<file path="src/hdl/mode_code_pkg.sv">
// shared constants and carrier types for the flag and reset mode-code handler
// assumes a word-addressed host port and a 1553 front end that delivers decoded command words
package mode_code_pkg;

  // ==========================================================================
  // mode codes handled here
  // ==========================================================================
  localparam logic [4:0] MC_INHIBIT_FLAG = 5'h06; // inhibit_flag_command
  localparam logic [4:0] MC_OVERRIDE_INHIBIT = 5'h07; // override_inhibit_command
  localparam logic [4:0] MC_RESET_TERMINAL = 5'h08; // reset_terminal_command

  // ==========================================================================
  // host register map (word addresses)
  // ==========================================================================
  localparam int ADDR_W = 8; // host address width
  localparam int DATA_W = 16; // host data width
  localparam logic [ADDR_W-1:0] REG_RT_STATUS_BITS = 8'h06; // rt_status_bits, read/write
  localparam logic [ADDR_W-1:0] REG_BUILT_IN_TEST_WORD = 8'h13; // built_in_test_word, read only

  // field positions
  localparam int ST_TERMINAL_FLAG_POS = 0; // terminal_flag request from the host
  localparam int ST_BUSY_POS = 1; // busy request from the host
  localparam int BIT_SHUTDOWN_POS = 0; // two transmitter shutdown bits
  localparam int BIT_INHIBIT_POS = 4; // terminal-flag inhibit bit

  // reset values
  localparam logic [DATA_W-1:0] STATUS_BITS_RESET = 16'h0000;
  localparam logic [DATA_W-1:0] BIT_WORD_RESET = 16'h0000;
  localparam logic [DATA_W-1:0] UNMAPPED_READ = 16'h0000;

  // ==========================================================================
  // carriers
  // ==========================================================================
  // one decoded mode command, offered for one cycle
  typedef struct packed {
    logic word_valid; // command word passed all validity checks
    logic broadcast; // addressed to the broadcast address
    logic tr; // transmit/receive bit
    logic [4:0] mode_code; // mode code field
    logic bus_id; // bus the command arrived on
    logic data_follows; // a contiguous data word followed the command
  } cmd_t;

  // status word bits this block owns
  typedef struct packed {
    logic message_error_flag;
    logic busy;
    logic broadcast_received_flag;
    logic terminal_flag;
  } status_t;

  // descriptor control word update
  typedef struct packed {
    logic descriptor_access_error;
    logic broadcast_indicator;
    logic buffer_select_toggle;
  } desc_t;

  // message info word
  typedef struct packed {
    logic bus_identifier;
    logic message_error_info;
    logic illegal_command_info;
    logic remote_to_remote_info;
    logic word_count_error_info;
  } info_t;

  // interrupt events, one bit each
  typedef struct packed {
    logic message_error_interrupt;
    logic illegal_command_interrupt;
    logic broadcast_received_interrupt;
    logic word_received_interrupt;
  } irq_t;

  // response class of a command
  typedef enum logic [2:0] {
    RESP_NONE = 3'b000,
    RESP_NORMAL = 3'b001,
    RESP_IN_FORM = 3'b010,
    RESP_ILLEGAL = 3'b011,
    RESP_DATA_ERR = 3'b100
  } resp_t;

  // response engine states
  typedef enum logic {
    ST_IDLE = 1'b0,
    ST_WAIT_STATUS = 1'b1
  } state_t;

endpackage : mode_code_pkg

</file>
<file path="src/hdl/mode_cmd_classify.sv">
// sorts one decoded mode command into its response class
// assumes the command fields are stable while it is read; purely combinational
module mode_cmd_classify (
  input wire mode_code_pkg::cmd_t cmd,
  input wire logic undefined_modecode_select,
  input wire logic illegal_table_bit,
  output mode_code_pkg::resp_t kind
);

  // ==========================================================================
  // classification
  // ==========================================================================
  logic ours; // one of the three mode codes served here

  always_comb begin
    ours = (cmd.mode_code == mode_code_pkg::MC_INHIBIT_FLAG) ||
           (cmd.mode_code == mode_code_pkg::MC_OVERRIDE_INHIBIT) ||
           (cmd.mode_code == mode_code_pkg::MC_RESET_TERMINAL);
    kind = mode_code_pkg::RESP_NONE;
    if (!ours || !cmd.word_valid) begin
      // other codes belong elsewhere; bad words are dropped
      kind = mode_code_pkg::RESP_NONE;
    end else if (!cmd.tr && undefined_modecode_select) begin
      // undefined code told to be ignored
      kind = mode_code_pkg::RESP_NONE;
    end else if (cmd.data_follows) begin
      // a stray data word outranks the illegal, in-form and normal answers
      kind = mode_code_pkg::RESP_DATA_ERR;
    end else if (!cmd.tr) begin
      kind = illegal_table_bit ? mode_code_pkg::RESP_ILLEGAL : mode_code_pkg::RESP_IN_FORM;
    end else begin
      kind = mode_code_pkg::RESP_NORMAL;
    end
  end

endmodule : mode_cmd_classify

</file>
<file path="src/hdl/rt_flag_reset_handler.sv">
// response engine for the inhibit, override-inhibit and reset-terminal mode commands
// assumes a front end that offers decoded commands and reports when the status word left
module rt_flag_reset_handler (
  input wire logic clk,
  input wire logic rst,
  input wire logic master_reset_input,
  input wire logic soft_reset_bit,
  input wire logic cmd_valid,
  input wire mode_code_pkg::cmd_t cmd,
  input wire logic undefined_modecode_select,
  input wire logic illegal_table_bit,
  input wire logic status_done,
  input wire logic [1:0] tx_shutdown_set,
  input wire logic host_wr,
  input wire logic host_rd,
  input wire logic [mode_code_pkg::ADDR_W-1:0] host_addr,
  input wire logic [mode_code_pkg::DATA_W-1:0] host_wdata,
  input wire mode_code_pkg::irq_t irq_enable,
  output logic [mode_code_pkg::DATA_W-1:0] host_rdata,
  output logic status_req,
  output mode_code_pkg::status_t status_word,
  output logic desc_wr,
  output mode_code_pkg::desc_t desc,
  output logic info_wr,
  output mode_code_pkg::info_t info,
  output mode_code_pkg::irq_t irq
);

  // ==========================================================================
  // state
  // ==========================================================================
  logic any_rst; // hardware, master or software reset
  mode_code_pkg::resp_t kind; // class of the offered command
  logic take; // command accepted this cycle
  logic send; // status word goes out for it
  mode_code_pkg::state_t state_q, state_d;
  logic me_q, me_d; // message error status bit
  logic bcr_q, bcr_d; // broadcast received status bit
  logic inhibit_q, inhibit_d; // terminal-flag inhibit
  logic [1:0] shutdown_q, shutdown_d; // transmitter shutdown bits
  logic buf_sel_q, buf_sel_d; // current data buffer
  logic pend_q, pend_d; // reset terminal waits for its status
  logic [mode_code_pkg::DATA_W-1:0] host_status_q, host_status_d; // rt_status_bits
  logic status_req_q, status_req_d;
  mode_code_pkg::status_t status_word_q, status_word_d;
  logic desc_wr_q, desc_wr_d;
  mode_code_pkg::desc_t desc_q, desc_d;
  logic info_wr_q, info_wr_d;
  mode_code_pkg::info_t info_q, info_d;
  mode_code_pkg::irq_t irq_q, irq_d, offered;
  logic [mode_code_pkg::DATA_W-1:0] bit_word; // built_in_test_word view
  logic [mode_code_pkg::DATA_W-1:0] rdata_q, rdata_d;

  assign any_rst = rst || master_reset_input || soft_reset_bit;

  mode_cmd_classify u_classify (
    .cmd(cmd),
    .undefined_modecode_select(undefined_modecode_select),
    .illegal_table_bit(illegal_table_bit),
    .kind(kind)
  );

  // commands arriving while a status word is pending are dropped
  assign take = cmd_valid && (state_q == mode_code_pkg::ST_IDLE) && (kind != mode_code_pkg::RESP_NONE);

  // ==========================================================================
  // response engine: next values
  // ==========================================================================
  always_comb begin
    state_d = state_q;
    me_d = me_q;
    bcr_d = bcr_q;
    inhibit_d = inhibit_q;
    shutdown_d = shutdown_q;
    buf_sel_d = buf_sel_q;
    pend_d = pend_q;
    host_status_d = host_status_q;
    status_req_d = 1'b0;
    status_word_d = status_word_q;
    desc_wr_d = 1'b0;
    desc_d = desc_q;
    info_wr_d = 1'b0;
    info_d = info_q;
    irq_d = '0;
    offered = '0;
    send = 1'b0;
    if (take) begin
      desc_wr_d = 1'b1;
      info_wr_d = 1'b1;
      buf_sel_d = ~buf_sel_q;
      desc_d.buffer_select_toggle = ~buf_sel_q;
      desc_d.broadcast_indicator = cmd.broadcast;
      desc_d.descriptor_access_error = 1'b1;
      info_d = '0;
      info_d.bus_identifier = cmd.bus_id;
      offered.word_received_interrupt = 1'b1;
      offered.broadcast_received_interrupt = cmd.broadcast;
      send = !cmd.broadcast;
      if (cmd.broadcast) begin
        bcr_d = 1'b1;
      end
      case (kind)
        mode_code_pkg::RESP_NORMAL: begin
          me_d = 1'b0;
          desc_d.descriptor_access_error = 1'b0;
          if (cmd.mode_code == mode_code_pkg::MC_OVERRIDE_INHIBIT) begin
            inhibit_d = 1'b0;
          end else if (cmd.mode_code == mode_code_pkg::MC_INHIBIT_FLAG) begin
            inhibit_d = 1'b1;
          end else begin
            // reset terminal, finished once status is out
            pend_d = send;
          end
        end
        mode_code_pkg::RESP_IN_FORM: begin
          me_d = 1'b0;
        end
        mode_code_pkg::RESP_ILLEGAL: begin
          me_d = 1'b1;
          info_d.illegal_command_info = 1'b1;
          info_d.message_error_info = 1'b1;
          offered.illegal_command_interrupt = 1'b1;
        end
        mode_code_pkg::RESP_DATA_ERR: begin
          me_d = 1'b1;
          send = 1'b0;
          bcr_d = bcr_q;
          desc_d.broadcast_indicator = 1'b0;
          info_d.message_error_info = 1'b1;
          info_d.word_count_error_info = 1'b1;
          offered.broadcast_received_interrupt = 1'b0;
          offered.message_error_interrupt = 1'b1;
        end
        default: begin
          me_d = me_q;
        end
      endcase
      // broadcast reset has no status, so it completes now
      if (kind == mode_code_pkg::RESP_NORMAL && cmd.mode_code == mode_code_pkg::MC_RESET_TERMINAL && !send) begin
        me_d = 1'b0;
        bcr_d = 1'b0;
        inhibit_d = 1'b0;
        shutdown_d = '0;
        host_status_d[mode_code_pkg::ST_BUSY_POS] = 1'b0;
      end
      irq_d = offered & irq_enable;
      if (send) begin
        status_req_d = 1'b1;
        state_d = mode_code_pkg::ST_WAIT_STATUS;
      end
    end else if (state_q == mode_code_pkg::ST_WAIT_STATUS && status_done) begin
      state_d = mode_code_pkg::ST_IDLE;
      if (pend_q) begin
        pend_d = 1'b0;
        me_d = 1'b0;
        bcr_d = 1'b0;
        inhibit_d = 1'b0;
        shutdown_d = '0;
        host_status_d[mode_code_pkg::ST_BUSY_POS] = 1'b0;
      end
    end
    status_word_d.message_error_flag = me_d;
    status_word_d.broadcast_received_flag = bcr_d;
    status_word_d.busy = host_status_q[mode_code_pkg::ST_BUSY_POS];
    status_word_d.terminal_flag = host_status_q[mode_code_pkg::ST_TERMINAL_FLAG_POS] && !inhibit_d;
    if (!send) begin
      status_word_d = status_word_q;
    end
    // a new shutdown beats a clear in the same cycle
    shutdown_d = shutdown_d | tx_shutdown_set;
    // host write beats the hardware busy clear
    if (host_wr && host_addr == mode_code_pkg::REG_RT_STATUS_BITS) begin
      host_status_d = host_wdata;
    end
  end

  // ==========================================================================
  // response engine: registers
  // ==========================================================================
  always_ff @(posedge clk) begin
    if (any_rst) begin
      state_q <= mode_code_pkg::ST_IDLE;
      me_q <= 1'b0;
      bcr_q <= 1'b0;
      inhibit_q <= 1'b0;
      shutdown_q <= '0;
      buf_sel_q <= 1'b0;
      pend_q <= 1'b0;
      host_status_q <= mode_code_pkg::STATUS_BITS_RESET;
      status_req_q <= 1'b0;
      status_word_q <= '0;
      desc_wr_q <= 1'b0;
      desc_q <= '0;
      info_wr_q <= 1'b0;
      info_q <= '0;
      irq_q <= '0;
    end else begin
      state_q <= state_d;
      me_q <= me_d;
      bcr_q <= bcr_d;
      inhibit_q <= inhibit_d;
      shutdown_q <= shutdown_d;
      buf_sel_q <= buf_sel_d;
      pend_q <= pend_d;
      host_status_q <= host_status_d;
      status_req_q <= status_req_d;
      status_word_q <= status_word_d;
      desc_wr_q <= desc_wr_d;
      desc_q <= desc_d;
      info_wr_q <= info_wr_d;
      info_q <= info_d;
      irq_q <= irq_d;
    end
  end

  // ==========================================================================
  // host read port
  // ==========================================================================
  // test word built from live bits; other positions read zero
  always_comb begin
    bit_word = mode_code_pkg::BIT_WORD_RESET;
    bit_word[mode_code_pkg::BIT_INHIBIT_POS] = inhibit_q;
    bit_word[mode_code_pkg::BIT_SHUTDOWN_POS +: $bits(shutdown_q)] = shutdown_q;
    rdata_d = rdata_q;
    if (host_rd) begin
      case (host_addr)
        mode_code_pkg::REG_RT_STATUS_BITS: rdata_d = host_status_q;
        mode_code_pkg::REG_BUILT_IN_TEST_WORD: rdata_d = bit_word;
        default: rdata_d = mode_code_pkg::UNMAPPED_READ;
      endcase
    end
  end

  // read data holds until the next read
  always_ff @(posedge clk) begin
    if (rst) begin
      rdata_q <= mode_code_pkg::UNMAPPED_READ;
    end else begin
      rdata_q <= rdata_d;
    end
  end

  assign host_rdata = rdata_q;
  assign status_req = status_req_q;
  assign status_word = status_word_q;
  assign desc_wr = desc_wr_q;
  assign desc = desc_q;
  assign info_wr = info_wr_q;
  assign info = info_q;
  assign irq = irq_q;
endmodule : rt_flag_reset_handler

</file>
<file path="config.mk">
export PLATFORM = sky130hd
export DESIGN_NAME = rt_flag_reset_handler
export DESIGN_NICKNAME = d
export VERILOG_FILES = /design/src/hdl/mode_code_pkg.sv /design/src/hdl/mode_cmd_classify.sv /design/src/hdl/rt_flag_reset_handler.sv
export SDC_FILE = /design/constraint.sdc
export NUM_CORES = 1
export LEC_CHECK = 0
export BUFFER_PORTS_ARGS = -buffer_cell sky130_fd_sc_hd__buf_2
export CAP_MARGIN = 30
export CORE_AREA = 3 3 71 73
export CTS_CLUSTER_SIZE = 14
export DETAILED_ROUTE_END_ITERATION = 7
export DIE_AREA = 0 0 74 76
export PLACE_DENSITY = 0.82
export SLEW_MARGIN = 20
export SYNTH_ARGS = -nofsm -noshare
export SYNTH_HDL_FRONTEND = slang
export SYNTH_HIERARCHICAL = 1
export SYNTH_SLANG_ARGS = --single-unit
</file>
<file path="constraint.sdc">
create_clock -name clk -period 4.59 [get_ports clk]
set_input_delay 0.918 -clock clk [delete_from_list [all_inputs] [get_ports clk]]
set_output_delay 0.918 -clock clk [all_outputs]
set_load 0.02 [all_outputs]
</file>
==> run metrics <==
status=completed; commonest cells in the netlist=dfxtp_1, nor2_1, a21oi_1; DIE WIDTH=74 um; Final Wtd Congestion=0.813; reg2reg start=state_q$_SDFFE_PP0P_; critical path type=primary input to flip-flop; row cnt=24; CP Capture Point=shutdown_q[1]$_SDFF_PP0_; Critical path origin=cmd[2]; antenna fix cells=0; Avg Inst Size Synth=9.00 um^2; Arr. time, crit path=3.08 ns; YS warnings=6; CP required=4.77 ns; DRT iter0 DRCs=174; Synth Flop Type=dfxtp_1; clk_lat worst skew=0.30 ns; die height=76 um; Reg clk slew, reported paths=0.09 ns; Yosys reg bits=56; register area share after synthesis=48.6%; ANT nets after route=0; DR WL/cell=13.9 um; Synth Area in XOR/XNOR=0.380%; DRC violations left=0; initial antenna violation count=0; syn nets=306; Adder-Cell Fraction of Synth Area=0%; terminus of the critical flop-to-flop path=status_word[0]$_SDFFE_PP0P_; largest net degree at the start of global routing=33; mux contribution to synthesized area=7.44%; hold-fix buffers at CTS=0; area leader, netlist=dfxtp_1; die area=0.00562 mm^2; Fin. Hold Viols=0; leakage power=1.17 nW; H-tree Lvls=2; top cell type's share of synthesized area=48.6%; post_cts resized=0; Via-to-Cell Ratio=5.39; first-pass GRT wire length=8.55 mm; highest clock rate=344 MHz; clock buffer depth=2; setup TNS=0 ns; simple logic cell fraction of the synthesized area=24.5%; Yosys cell types=47; Congestion Overflow GR=0; Core Box Area=0.00441 mm^2; Pwr Density=283 mW/mm^2; Tot GR Track Use=18.7%; dominant cell by count in the synthesized netlist=dfxtp_1; share of layout cells above drive strength 1=29.3%; CTS root buffer=clkbuf_8; CP endpoint kind=flip-flop; Core Util, Final=63.5%; Setup Viol. Count Final=0; RSZ-0062 raised after global routing=no; count of pins over their slew limit=0; post-synthesis instance area=0.00230 mm^2; postcts setup bufs=0; CTS tree=yes; worst-path fanout max=5; Slowest cell on crit path=nor3b_1; VDD IR max=0.202 mV; Post-synth EDFFs=0; async set-reset flop share out of synthesis=0%; CP max stage delay=0.53 ns; Synth area leaders=dfxtp_1, nor2_1, mux2i_1; post-route clock period utilization=63.3%; reg-to-reg slack, setup=2.93 ns; detailed-route via count=2,065; WL final=5.33 mm; area grow syn2layout=21.6%; Initial Util=52.2%; drt pass-1 iters=4; critical path launch point type=primary input; FF-to-FF path depth=4; worst slew pin tran=0.939 ns; slew margin rel.=37.4%; skew final=0.00733 ns; max cap viols=0; crit-path cells=buf_2, nor4b_2, a31oi_1, nor4_2, nor3b_1, nand2_1, o21ai_0, a21oi_1; vias in the first global route=1,963; Synth Area in Compound Gates=14.4%; Port Buf Inserts=83; Detail Placement HPWL=3.91 mm; hold crit path type=flip-flop to flip-flop; # nets final=381; # clock sinks=56; Gate Count Post-Synth=256; largest family of logic cells by synthesized area=simple AND/OR/NAND/NOR gates; CTS Buf Count=5; # IOs=85; crit path time final=2.90 ns
[cell usage in the layout (no fill, tap or decap), types with 2 or more instances in the layout]
cell type / n
clkbuf_8: 5
a211oi_1: 3
a21oi_1: 27
a31oi_1: 2
nand3_1: 5
inv_1: 4
buf_2: 83
nor2_1: 43
and3b_1: 2
nor2b_1: 14
and4_1: 3
nand4_1: 2
mux2i_1: 16
or4_1: 2
o31ai_1: 3
o211ai_1: 2
nand2b_1: 6
a22o_1: 3
dfxtp_1: 56
nor3b_1: 2
and3_1: 2
nand2_1: 10
nor3_1: 6
o21ai_0: 6
[routing by layer]
metal / wire length [um] / track usage, % / vias to the layer above / share of wire (%)
met3: 342 / 5.01 / 8 / 6.4
met2: 2500 / 30.7 / 62 / 47
met1: 2420 / 24.0 / 955 / 45
met4: 70 / 5.07 / 0 / 1.3
met5: 0 / 0 / - / 0
li1: - / - / 1040 / -
[per-stage QoR]
step           cell area, um^2  hold WS [ns]  std cells  total power (W)  setup slack (ns)
2_1_floorplan             2300         0.454        256         0.000520              1.86
3_3_place_gp              2710         0.436        375         0.000547              1.52
3_5_place_dp              2710         0.435        375         0.000547              1.41
4_1_cts                   2790         0.450        382         0.000795              1.73
5_1_grt                   2800         0.460        383         0.000819              1.42
6_report                  2800         0.449        383         0.000792              1.69
[cell type report]
class | instances | area (um^2)
fillers | 363 | 1610
multi-input cells | 179 | 1080
repair buffers | 85 | 438
clock inverters | 2 | 12.5
inverters | 4 | 15.0
flip-flops and latches | 56 | 1120
well taps | 52 | 65.1
clock buffers | 5 | 68.8
[worst min path at each step]
| stage | from | to | slack [ns] | cells after the start |
|---|---|---|---|---|
| 6_report | info[3]$_SDFFE_PP0P_ | info[3]$_SDFFE_PP0P_ | 0.45 | 2 |
| 5_1_grt | info[3]$_SDFFE_PP0P_ | info[3]$_SDFFE_PP0P_ | 0.46 | 2 |
| 4_1_cts | info[3]$_SDFFE_PP0P_ | info[3]$_SDFFE_PP0P_ | 0.45 | 2 |
| 3_3_place_gp | info[3]$_SDFFE_PP0P_ | info[3]$_SDFFE_PP0P_ | 0.44 | 2 |
| 2_1_floorplan | host_status_q[10]$_SDFFE_PP0P_ | host_rdata[10]$_SDFFE_PP0P_ | 0.45 | 2 |
| 3_5_place_dp | info[3]$_SDFFE_PP0P_ | info[3]$_SDFFE_PP0P_ | 0.44 | 2 |
[registers in the layout (all words and copies together) (netlist names)]
signal	flops
info	4
info_wr	1
shutdown_q	2
desc	3
inhibit_q	1
status_word	4
irq	4
state_q	1
pend_q	1
host_rdata	16
status_req	1
bcr_q	1
host_status_q	16
me_q	1
[worst max-delay path, delay by kind of cell]
kind                   cells  cell delay, ns
AO/OA/AOI/OAI              3            0.59
buffers and inverters      1            0.12
AND/OR/NAND/NOR            4            1.46
[logic make-up (layout without fill, tap and decap cells)]
kind of cell    after synthesis  count (layout)
mux                          17              17
other cells                   1               1
xor+xnor                      1               1
simple gates                106             106
buf+inv                      21              96
flops                        56              56
compound gates               54              54
[report_power, final]
part / switching [W] / internal [W]
clock network: 0.000150 / 0.000104
logic: 0.0000284 / 0.0000229
registers: 0.000000342 / 0.000486
total: 0.000179 / 0.000613
(Power assumes the default switching activity.)
